$ cat config.mk
export PLATFORM = sky130hd
export DESIGN_NAME = rfd_flow_setup
export DESIGN_NICKNAME = d
export VERILOG_FILES = /design/src/hdl/rfd_pkg.sv /design/src/hdl/rfd_cfg_mem.sv /design/src/hdl/rfd_flow_setup.sv
export VERILOG_INCLUDE_DIRS = /design/src /design/src/hdl
export SDC_FILE = /design/constraint.sdc
export NUM_CORES = 2
export LEC_CHECK = 0
export BUFFER_PORTS_ARGS = -buffer_cell sky130_fd_sc_hd__buf_2
export CAP_MARGIN = 25
export CELL_PAD_IN_SITES_DETAIL_PLACEMENT = 0
export CELL_PAD_IN_SITES_GLOBAL_PLACEMENT = 2
export CORE_MARGIN = 10
export CORE_UTILIZATION = 43
export DETAILED_ROUTE_END_ITERATION = 6
export GPL_TIMING_DRIVEN = 0
export HOLD_SLACK_MARGIN = 0.06
export PLACE_DENSITY_LB_ADDON = 0.1
export RECOVER_POWER = 50
export REMOVE_ABC_BUFFERS = 1
export SETUP_SLACK_MARGIN = 0.3
export SYNTH_ARGS = -nofsm -noshare
export SYNTH_HDL_FRONTEND = slang
export SYNTH_HIERARCHICAL = 1
export SYNTH_SLANG_ARGS = --single-unit
$ cat constraint.sdc
create_clock -name CORE_CLK -period 7.44 [get_ports CORE_CLK]
set_input_delay 0.744 -clock CORE_CLK [delete_from_list [all_inputs] [get_ports CORE_CLK]]
set_output_delay 0.744 -clock CORE_CLK [all_outputs]
set_load 0.005 [all_outputs]
$ cat src/hdl/rfd_consts.svh
`ifndef RFD_CONSTS_SVH
`define RFD_CONSTS_SVH

// Flow configuration word, field positions
`define RFD_A_ERRH_BIT 28
`define RFD_A_FMT_HI 27
`define RFD_A_FMT_LO 26
`define RFD_A_PSLOC_BIT 25
`define RFD_A_SKIP_HI 24
`define RFD_A_SKIP_LO 16
`define RFD_A_QMGR_HI 13
`define RFD_A_QMGR_LO 12
`define RFD_A_QNUM_HI 11
`define RFD_A_QNUM_LO 0
`define RFD_A_WMASK 32'h1fff3fff
`define RFD_A_RESET 32'h00000000

// Register map, byte addresses
`define RFD_FLOW_SHIFT 5
`define RFD_FLOW_LIMIT 12'h800
`define RFD_TIMEOUT_OFS 12'h800
`define RFD_STATUS_OFS 12'h804
`define RFD_TIMEOUT_RESET 16'h0040

// Descriptor formats and layout
`define RFD_FMT_HOST 2'h0
`define RFD_FMT_MONO 2'h2
`define RFD_MONO_HDR_BYTES 32'h0000000c
`define RFD_HOST_PD_BYTES 32'h00000020

// Bus answers
`define RFD_RESP_OKAY 2'h0
`define RFD_RESP_DECERR 2'h3

`endif

$ cat src/hdl/rfd_pkg.sv
package rfd_pkg;

    typedef enum logic [2:0] {
        ST_IDLE,
        ST_LOOKUP,
        ST_CALC,
        ST_ALLOC,
        ST_WAIT
    } rfd_state_t;

    typedef struct packed {
        logic errh_retry;
        logic [1:0] fmt;
        logic ps_in_buf;
        logic [8:0] skip;
        logic [1:0] qmgr;
        logic [11:0] qnum;
    } rfd_flow_cfg_t;

    typedef struct packed {
        logic [7:0] flow;
        logic [31:0] desc_addr;
        logic [31:0] buf_ptr;
        logic [7:0] ps_words;
    } rfd_pkt_req_t;

    typedef struct packed {
        logic [1:0] fmt;
        logic ps_loc_flag;
        logic [31:0] ps_addr;
        logic [31:0] payload_addr;
        logic [1:0] qmgr;
        logic [11:0] qnum;
    } rfd_setup_t;

endpackage

$ cat src/hdl/rfd_cfg_mem.sv
`timescale 1ns/1ps
`include "rfd_consts.svh"

module rfd_cfg_mem #(
    parameter int DEPTH = 32,
    parameter int AW = 5
) (
    input logic clk,
    input logic rst,
    input logic we,
    input logic [AW-1:0] waddr,
    input logic [31:0] wdata,
    input logic [AW-1:0] ra_addr,
    output logic [31:0] ra_data,
    input logic [AW-1:0] rb_addr,
    output logic [31:0] rb_data
);
    typedef struct packed {
        logic [DEPTH-1:0][31:0] mem;
        logic [31:0] ra;
        logic [31:0] rb;
    } rfd_mem_regs_t;

    rfd_mem_regs_t r_q, r_d;

    always_comb begin
        r_d = r_q;
        r_d.ra = r_q.mem[ra_addr];
        r_d.rb = r_q.mem[rb_addr];
        if (we) begin
            r_d.mem[waddr] = wdata;
        end
        if (rst) begin
            r_d.mem = {DEPTH{`RFD_A_RESET}};
            r_d.ra = 32'h0;
            r_d.rb = 32'h0;
        end
    end

    always_ff @(posedge clk) begin
        r_q <= r_d;
    end

    assign ra_data = r_q.ra;
    assign rb_data = r_q.rb;
endmodule

$ cat src/hdl/rfd_flow_setup.sv
// Functional notes
// Starvation policy bit 28 matters only on descriptor or buffer starvation.
// Policy 0: drop the packet, reclaim taken descriptors and buffers.
// Policy 1: keep the packet, retry descriptor allocation later.
// Policy 1: save state on starvation, do not advance receive FIFO.
// Policy 1: restart the suspended transfer after the timeout setting.
// Format bits 27-26: 0 host, 2 monolithic, 1 and 3 reserved.
// Placement bit 25 at 0: clear descriptor flag, words after descriptor.
// Placement bit 25 at 1: set descriptor flag, words at buffer start.
// Words in buffer: round pointer plus skip up to 32-bit boundary.
// Software keeps pointer plus skip 32-bit aligned when words in buffer.
// Host packets skip bits 24-16 bytes before words or payload.
// Payload follows the last protocol word with no gap.
// Monolithic skip covers 12-byte header, max words, 20 more for ext.
// Start skip programmed only from 0 to 511.
// Bits 15-14 read zero and ignore writes.
// Bits 13-12 name the default target manager.
// Bits 11-0 name the default target queue.
// Software changes flow setup only with all its channels disabled.
//
// The implementer's own choices: the register offsets and register access over Avalon-MM.
`timescale 1ns/1ps
`include "rfd_consts.svh"

module rfd_flow_setup #(
    parameter int NUM_FLOWS = 32
) (
    input logic CORE_CLK,
    input logic SYS_RST,
    input logic [11:0] AVS_ADDRESS,
    input logic AVS_READ,
    input logic AVS_WRITE,
    input logic [31:0] AVS_WRITEDATA,
    input logic [3:0] AVS_BYTEENABLE,
    output logic [31:0] AVS_READDATA,
    output logic [1:0] AVS_RESPONSE,
    output logic AVS_WAITREQUEST,
    input logic PKT_REQ_VALID,
    input rfd_pkg::rfd_pkt_req_t PKT_REQ,
    output logic PKT_REQ_READY,
    output logic ALLOC_REQ,
    input logic ALLOC_GRANT,
    input logic ALLOC_STARVED,
    output logic SETUP_VALID,
    output rfd_pkg::rfd_setup_t SETUP,
    output logic DROP_PKT,
    output logic RECLAIM,
    output logic STATE_SAVE,
    output logic RETRY_START,
    output logic FIFO_ADVANCE
);
    localparam int AW = (NUM_FLOWS > 1) ? $clog2(NUM_FLOWS) : 1;

    typedef struct packed {
        logic bphase;
        logic ack;
        logic [31:0] rdata;
        logic [1:0] resp;
        logic [15:0] timeout;
        rfd_pkg::rfd_state_t st;
        rfd_pkg::rfd_pkt_req_t req;
        rfd_pkg::rfd_flow_cfg_t cfg;
        rfd_pkg::rfd_setup_t setup;
        logic setup_vld;
        logic drop;
        logic reclaim;
        logic save;
        logic retry;
        logic adv;
        logic alloc;
        logic [15:0] wait_cnt;
        logic [7:0] drop_cnt;
        logic [7:0] retry_cnt;
        logic [7:0] fmt_err_cnt;
    } rfd_regs_t;

    rfd_regs_t r_q, r_d;

    logic mem_we;
    logic [31:0] mem_wdata;
    logic [31:0] ra_data;
    logic [31:0] rb_data;
    logic [AW-1:0] ra_addr;
    logic [AW-1:0] rb_addr;
    logic [31:0] be_mask;
    logic bus_req;
    logic flow_hit;

    function automatic logic [31:0] round_up4(input logic [31:0] a);
        logic [31:0] s;
        s = a + 32'h00000003;
        return {s[31:2], 2'b00};
    endfunction

    function automatic rfd_pkg::rfd_flow_cfg_t decode_cfg(
        input logic [31:0] w
    );
        rfd_pkg::rfd_flow_cfg_t c;
        c.errh_retry = w[`RFD_A_ERRH_BIT];
        c.fmt = w[`RFD_A_FMT_HI:`RFD_A_FMT_LO];
        c.ps_in_buf = w[`RFD_A_PSLOC_BIT];
        c.skip = w[`RFD_A_SKIP_HI:`RFD_A_SKIP_LO];
        c.qmgr = w[`RFD_A_QMGR_HI:`RFD_A_QMGR_LO];
        c.qnum = w[`RFD_A_QNUM_HI:`RFD_A_QNUM_LO];
        return c;
    endfunction

    function automatic logic fmt_valid(input logic [1:0] f);
        return (f == `RFD_FMT_HOST) || (f == `RFD_FMT_MONO);
    endfunction

    function automatic logic [7:0] sat_inc(input logic [7:0] v);
        return (v == 8'hff) ? v : v + 8'h01;
    endfunction

    // Bus side decode
    assign bus_req = AVS_READ | AVS_WRITE;
    assign flow_hit = (AVS_ADDRESS < `RFD_FLOW_LIMIT)
        && (AVS_ADDRESS[`RFD_FLOW_SHIFT-1:0] == 5'h00)
        && (32'(AVS_ADDRESS[10:`RFD_FLOW_SHIFT]) < 32'(NUM_FLOWS));
    assign ra_addr = AVS_ADDRESS[`RFD_FLOW_SHIFT +: AW];
    assign rb_addr = r_q.req.flow[AW-1:0];
    assign be_mask = {{8{AVS_BYTEENABLE[3]}}, {8{AVS_BYTEENABLE[2]}},
                      {8{AVS_BYTEENABLE[1]}}, {8{AVS_BYTEENABLE[0]}}};
    // Reserved bits never stored, so they read back zero  see
    assign mem_wdata = ((ra_data & ~be_mask) | (AVS_WRITEDATA & be_mask))
        & `RFD_A_WMASK;
    assign mem_we = r_q.ack & AVS_WRITE & flow_hit;

    rfd_cfg_mem #(
        .DEPTH(NUM_FLOWS),
        .AW(AW)
    ) u_cfg_mem (
        .clk(CORE_CLK),
        .rst(SYS_RST),
        .we(mem_we),
        .waddr(ra_addr),
        .wdata(mem_wdata),
        .ra_addr(ra_addr),
        .ra_data(ra_data),
        .rb_addr(rb_addr),
        .rb_data(rb_data)
    );

    always_comb begin
        rfd_pkg::rfd_flow_cfg_t c;
        logic [31:0] skip32;
        logic [31:0] tgt;
        c = decode_cfg(rb_data);
        skip32 = {23'h0, c.skip};
        tgt = 32'h0;
        r_d = r_q;
        r_d.setup_vld = 1'b0;
        r_d.drop = 1'b0;
        r_d.reclaim = 1'b0;
        r_d.save = 1'b0;
        r_d.retry = 1'b0;
        r_d.adv = 1'b0;

        // Register bus: request, lookup, answer
        if (r_q.ack) begin
            r_d.ack = 1'b0;
            r_d.bphase = 1'b0;
            if (AVS_WRITE && AVS_ADDRESS == `RFD_TIMEOUT_OFS) begin
                r_d.timeout[7:0] = AVS_BYTEENABLE[0]
                    ? AVS_WRITEDATA[7:0] : r_q.timeout[7:0];
                r_d.timeout[15:8] = AVS_BYTEENABLE[1]
                    ? AVS_WRITEDATA[15:8] : r_q.timeout[15:8];
            end
        end else if (r_q.bphase) begin
            r_d.ack = 1'b1;
            r_d.resp = `RFD_RESP_OKAY;
            if (flow_hit) begin
                r_d.rdata = AVS_READ ? (ra_data & `RFD_A_WMASK) : 32'h0;
            end else if (AVS_ADDRESS == `RFD_TIMEOUT_OFS) begin
                r_d.rdata = AVS_READ ? {16'h0, r_q.timeout} : 32'h0;
            end else if (AVS_ADDRESS == `RFD_STATUS_OFS) begin
                r_d.rdata = AVS_READ ? {r_q.retry_cnt, r_q.drop_cnt,
                    r_q.fmt_err_cnt, 5'h00,
                    (r_q.st == rfd_pkg::ST_ALLOC),
                    (r_q.st == rfd_pkg::ST_WAIT),
                    (r_q.st != rfd_pkg::ST_IDLE)} : 32'h0;
            end else begin
                r_d.rdata = 32'h0;
                r_d.resp = `RFD_RESP_DECERR;
            end
        end else if (bus_req) begin
            r_d.bphase = 1'b1;
        end

        // Per-packet setup engine
        case (r_q.st)
            rfd_pkg::ST_IDLE: begin
                if (PKT_REQ_VALID) begin
                    r_d.req = PKT_REQ;
                    r_d.st = rfd_pkg::ST_LOOKUP;
                end
            end
            rfd_pkg::ST_LOOKUP: begin
                r_d.st = rfd_pkg::ST_CALC;
            end
            rfd_pkg::ST_CALC: begin
                r_d.cfg = c;
                if (!fmt_valid(c.fmt)
                    || 32'(r_q.req.flow) >= 32'(NUM_FLOWS)) begin
                    // Reserved format or flow at or past NUM_FLOWS: packet cannot be placed  see
                    r_d.drop = 1'b1;
                    r_d.adv = 1'b1;
                    r_d.fmt_err_cnt = sat_inc(r_q.fmt_err_cnt);
                    r_d.st = rfd_pkg::ST_IDLE;
                end else begin
                    r_d.setup.fmt = c.fmt;
                    r_d.setup.qmgr = c.qmgr;
                    r_d.setup.qnum = c.qnum;
                    if (c.fmt == `RFD_FMT_MONO) begin
                        // Skip counts from the descriptor address
                        r_d.setup.ps_loc_flag = 1'b0;
                        r_d.setup.ps_addr = r_q.req.desc_addr
                            + `RFD_MONO_HDR_BYTES;
                        r_d.setup.payload_addr = r_q.req.desc_addr + skip32;
                    end else if (c.ps_in_buf) begin
                        tgt = round_up4(r_q.req.buf_ptr + skip32);
                        r_d.setup.ps_loc_flag = 1'b1;
                        r_d.setup.ps_addr = tgt;
                        // Payload packed right after the words  see
                        r_d.setup.payload_addr = tgt
                            + {22'h0, r_q.req.ps_words, 2'b00};
                    end else begin
                        r_d.setup.ps_loc_flag = 1'b0;
                        r_d.setup.ps_addr = r_q.req.desc_addr
                            + `RFD_HOST_PD_BYTES;
                        r_d.setup.payload_addr = r_q.req.buf_ptr
                            + skip32;
                    end
                    r_d.alloc = 1'b1;
                    r_d.st = rfd_pkg::ST_ALLOC;
                end
            end
            rfd_pkg::ST_ALLOC: begin
                if (ALLOC_GRANT) begin
                    r_d.alloc = 1'b0;
                    r_d.setup_vld = 1'b1;
                    r_d.adv = 1'b1;
                    r_d.st = rfd_pkg::ST_IDLE;
                end else if (ALLOC_STARVED) begin
                    // Policy consulted only here  see
                    r_d.alloc = 1'b0;
                    if (r_q.cfg.errh_retry) begin
                        r_d.save = 1'b1;
                        r_d.wait_cnt = (r_q.timeout == 16'h0)
                            ? 16'h0001 : r_q.timeout;
                        r_d.st = rfd_pkg::ST_WAIT;
                    end else begin
                        r_d.drop = 1'b1;
                        r_d.reclaim = 1'b1;
                        r_d.adv = 1'b1;
                        r_d.drop_cnt = sat_inc(r_q.drop_cnt);
                        r_d.st = rfd_pkg::ST_IDLE;
                    end
                end
            end
            rfd_pkg::ST_WAIT: begin
                // FIFO held, retry after the programmed delay  see
                if (r_q.wait_cnt <= 16'h0001) begin
                    r_d.wait_cnt = 16'h0;
                    r_d.retry = 1'b1;
                    r_d.retry_cnt = sat_inc(r_q.retry_cnt);
                    r_d.alloc = 1'b1;
                    r_d.st = rfd_pkg::ST_ALLOC;
                end else begin
                    r_d.wait_cnt = r_q.wait_cnt - 16'h0001;
                end
            end
            default: begin
                r_d.st = rfd_pkg::ST_IDLE;
            end
        endcase

        if (SYS_RST) begin
            r_d = '0;
            r_d.timeout = `RFD_TIMEOUT_RESET;
            r_d.st = rfd_pkg::ST_IDLE;
        end
    end

    always_ff @(posedge CORE_CLK) begin
        r_q <= r_d;
    end

    assign AVS_WAITREQUEST = bus_req & ~r_q.ack;
    assign AVS_READDATA = r_q.rdata;
    assign AVS_RESPONSE = r_q.resp;
    assign PKT_REQ_READY = (r_q.st == rfd_pkg::ST_IDLE) & ~SYS_RST;
    assign ALLOC_REQ = r_q.alloc;
    assign SETUP_VALID = r_q.setup_vld;
    assign SETUP = r_q.setup;
    assign DROP_PKT = r_q.drop;
    assign RECLAIM = r_q.reclaim;
    assign STATE_SAVE = r_q.save;
    assign RETRY_START = r_q.retry;
    assign FIFO_ADVANCE = r_q.adv;
endmodule

==> impl_metrics.tcl <==
set metrics [dict create \
    outcome "finished, violations left" \
    failed_checks "capacitance limit, slew limit" \
    crit_family "buffers and inverters" \
    place_area_um2 64100 \
    drtAntennaViolNets 0 \
    power_mw 15.0 \
    setup_slack_ns 1.39 \
    yosys_warnings 6 \
    worstSetupPathType "primary input to flop" \
    hold_viol 0 \
    hold_buffers 0 \
    viasPerCell 5.98 \
    netlist_area_um2 62600 \
    power_density_nw_per_um2 219 \
    peakVddDrop_uv 222 \
    fin_area_um2 68200 \
    rows 139 \
    grt_max_degree 139 \
    crit_path_cell_trace "clkbuf_1 > buf_16 > clkbuf_2 > a221o_1 > a31oi_1" \
    pre_cts_slack_ns 1.72 \
    drc 0 \
    die_w_um 402 \
    wl_per_cell_um 27.6 \
    first_global_vias 50800 \
    grt_usage 0.291 \
    slew_viol_final 747 \
    r2r_setup_slack_ns 1.73 \
    required_ns 7.92 \
    root_buffer "clkbuf_16" \
    relSlewSlack -1.36 \
    fin_util 0.473 \
    core_um2 144000 \
    antenna_found_initial 12 \
    cts-resized-gates 0 \
    cp_data_arrival_time_ns 6.53 \
    hold_class "primary input to flop" \
    critPathBufInv 3 \
    via_count 53200 \
    place_inst 8639 \
    hold_depth 3 \
    end_kind "flop" \
    tns_ns 0 \
    rsz0062_at_grt "no" \
    drt_wl_total_mm 246 \
    drive_gt1_frac 0.138 \
    r2r_cells 16 \
    layout.nets 7051 \
    period_share 0.813 \
    r2r-start "u_cfg_mem/rb_data[16]" \
    die_y_um 402 \
    die_area_um2 161000 \
    slowest_stage "clkbuf_1" \
    startpoint_type "primary input" \
    max_freq_mhz 165 \
    clk_path_buf_depth 3 \
    cts_buffers 140 \
    post-route-min-period_ns 6.05 \
    tightest_slew_ns 3.53 \
    io_pins 259 \
    syn_area_per_cell_um2 8.64 \
    cpPeakStageDelay_ns 2.44 \
    grt_first_pass_wirelength_mm 354 \
    drv_cap 15 \
    worstPathMaxFanout 124 \
    dpl.hpwl_mm 158 \
    setup_viol 0 \
    drt_iter0_drc 5130 \
    cts_tree "built" \
    fin_hold_ws_ns 0.213 \
    cts.clk_slew.worst_paths_ns 0.06 \
    min-delay-start "PKT_REQ[50]" \
    cts_sinks 1181 \
    dr.pass1.iters 6 \
    clock_latency_ns 0.78 \
    start_util 0.434 \
    port-buffer-count 255 \
    cts_setup_buffers 0 \
    grt-ovfl-total 0 \
    r2r-end "SETUP[44]" \
    htreeDepth 4 \
    areaGrowthSynthToFinish_pct 8.96 \
    min_to "r_q[205]" \
    fin_skew_ns 0.0175 \
    stdcell_count 8889 \
    syn-instance-count 7246 \
    place_congestion 0.859 \
    p_leak_nw 22.4 \
]
==> flip-flops by register name, indices dropped and copies added, names as in the netlist, 27 cells and up <==
signal	flops
SETUP	81
r_q	142
u_cfg_mem/rb_data	27
u_cfg_mem/ra_data	27
u_cfg_mem/r_q	864
AVS_READDATA	32
==> worst reg2reg max path: stages, from the launching register on <==
cell and delay [ns]:
dfxtp_1 0.34, ha_1 0.23, fa_1 0.47, a211oi_1 0.54
o21ai_0 0.31, xnor2_1 0.31, a2111oi_2 0.59, nor2_1 0.16
ha_1 0.36, nand2_1 0.05, o21ai_0 0.27, o21ai_0 0.21
a211oi_1 0.81, o211ai_1 0.27, a211oi_2 0.30, xor2_1 0.28
o21ai_1 0.09
==> placed cells by master, fill, tap and decap left out, types with 14 or more instances in the layout <==
cell,count
mux2i_1,237
nor3_1,64
nand4_1,34
nand2_2,27
o21ai_1,38
a21oi_1,1072
clkinv_2,14
or3_1,16
a221o_1,55
o2111ai_1,18
buf_16,55
nand2_1,2089
o21ai_0,90
a211oi_1,29
dfxtp_1,1175
xor2_1,59
buf_12,41
mux4_2,366
a221oi_1,40
and3_1,23
xnor2_1,75
a31oi_1,60
clkbuf_16,148
a22oi_1,74
nor2_4,25
a222oi_1,22
clkbuf_8,33
o211ai_1,31
nor4_1,26
clkbuf_1,159
inv_1,28
nand3_1,43
ha_1,33
buf_2,132
and2_1,15
mux2_2,28
nor2_1,247
==> worst max-delay path by stage <==
stage / start / slack, ns / cells past startpoint / to
after floorplan: r_q[228] / -1.48 / 4 / u_cfg_mem/rb_data[10]
after global placement: SYS_RST / -13.79 / 6 / SETUP[41]
after detailed placement: u_cfg_mem/rb_data[16] / 1.72 / 16 / SETUP[44]
after CTS: u_cfg_mem/rb_data[16] / 1.69 / 16 / SETUP[44]
after global routing: SYS_RST / 1.07 / 6 / u_cfg_mem/ra_data[21]
final: SYS_RST / 1.39 / 5 / u_cfg_mem/ra_data[11]
==> power by group <==
group	leakage, nW	switching (mW)	internal [mW]	total, mW
Combinational	10.6	1.03	0.455	1.49
Sequential	9.54	0.112	6.40	6.51
Clock	2.26	2.85	4.12	6.98
Total	22.4	4.00	11.0	15.0
==> routing by layer <==
| layer | vias to the layer above | GRT usage | share of wire |
|---|---|---|---|
| met5 | - | 0 | 0.00026 |
| met4 | 10 | 0.109 | 0.039 |
| met3 | 438 | 0.0545 | 0.074 |
| met2 | 1968 | 0.467 | 0.46 |
| met1 | 26300 | 0.387 | 0.43 |
| li1 | 24400 | - | - |
==> area by class of cell <==
class | instances | area (um^2)
clock buffer | 214 | 4280
clock inverter | 28 | 308
inverter | 30 | 118
antenna | 6 | 15.0
multi-input combinational | 5146 | 33800
timing repair buffer | 381 | 3720
sequential | 1181 | 23700
fill | 13900 | 75900
tap | 1903 | 2380
(Power assumes the default switching activity.)
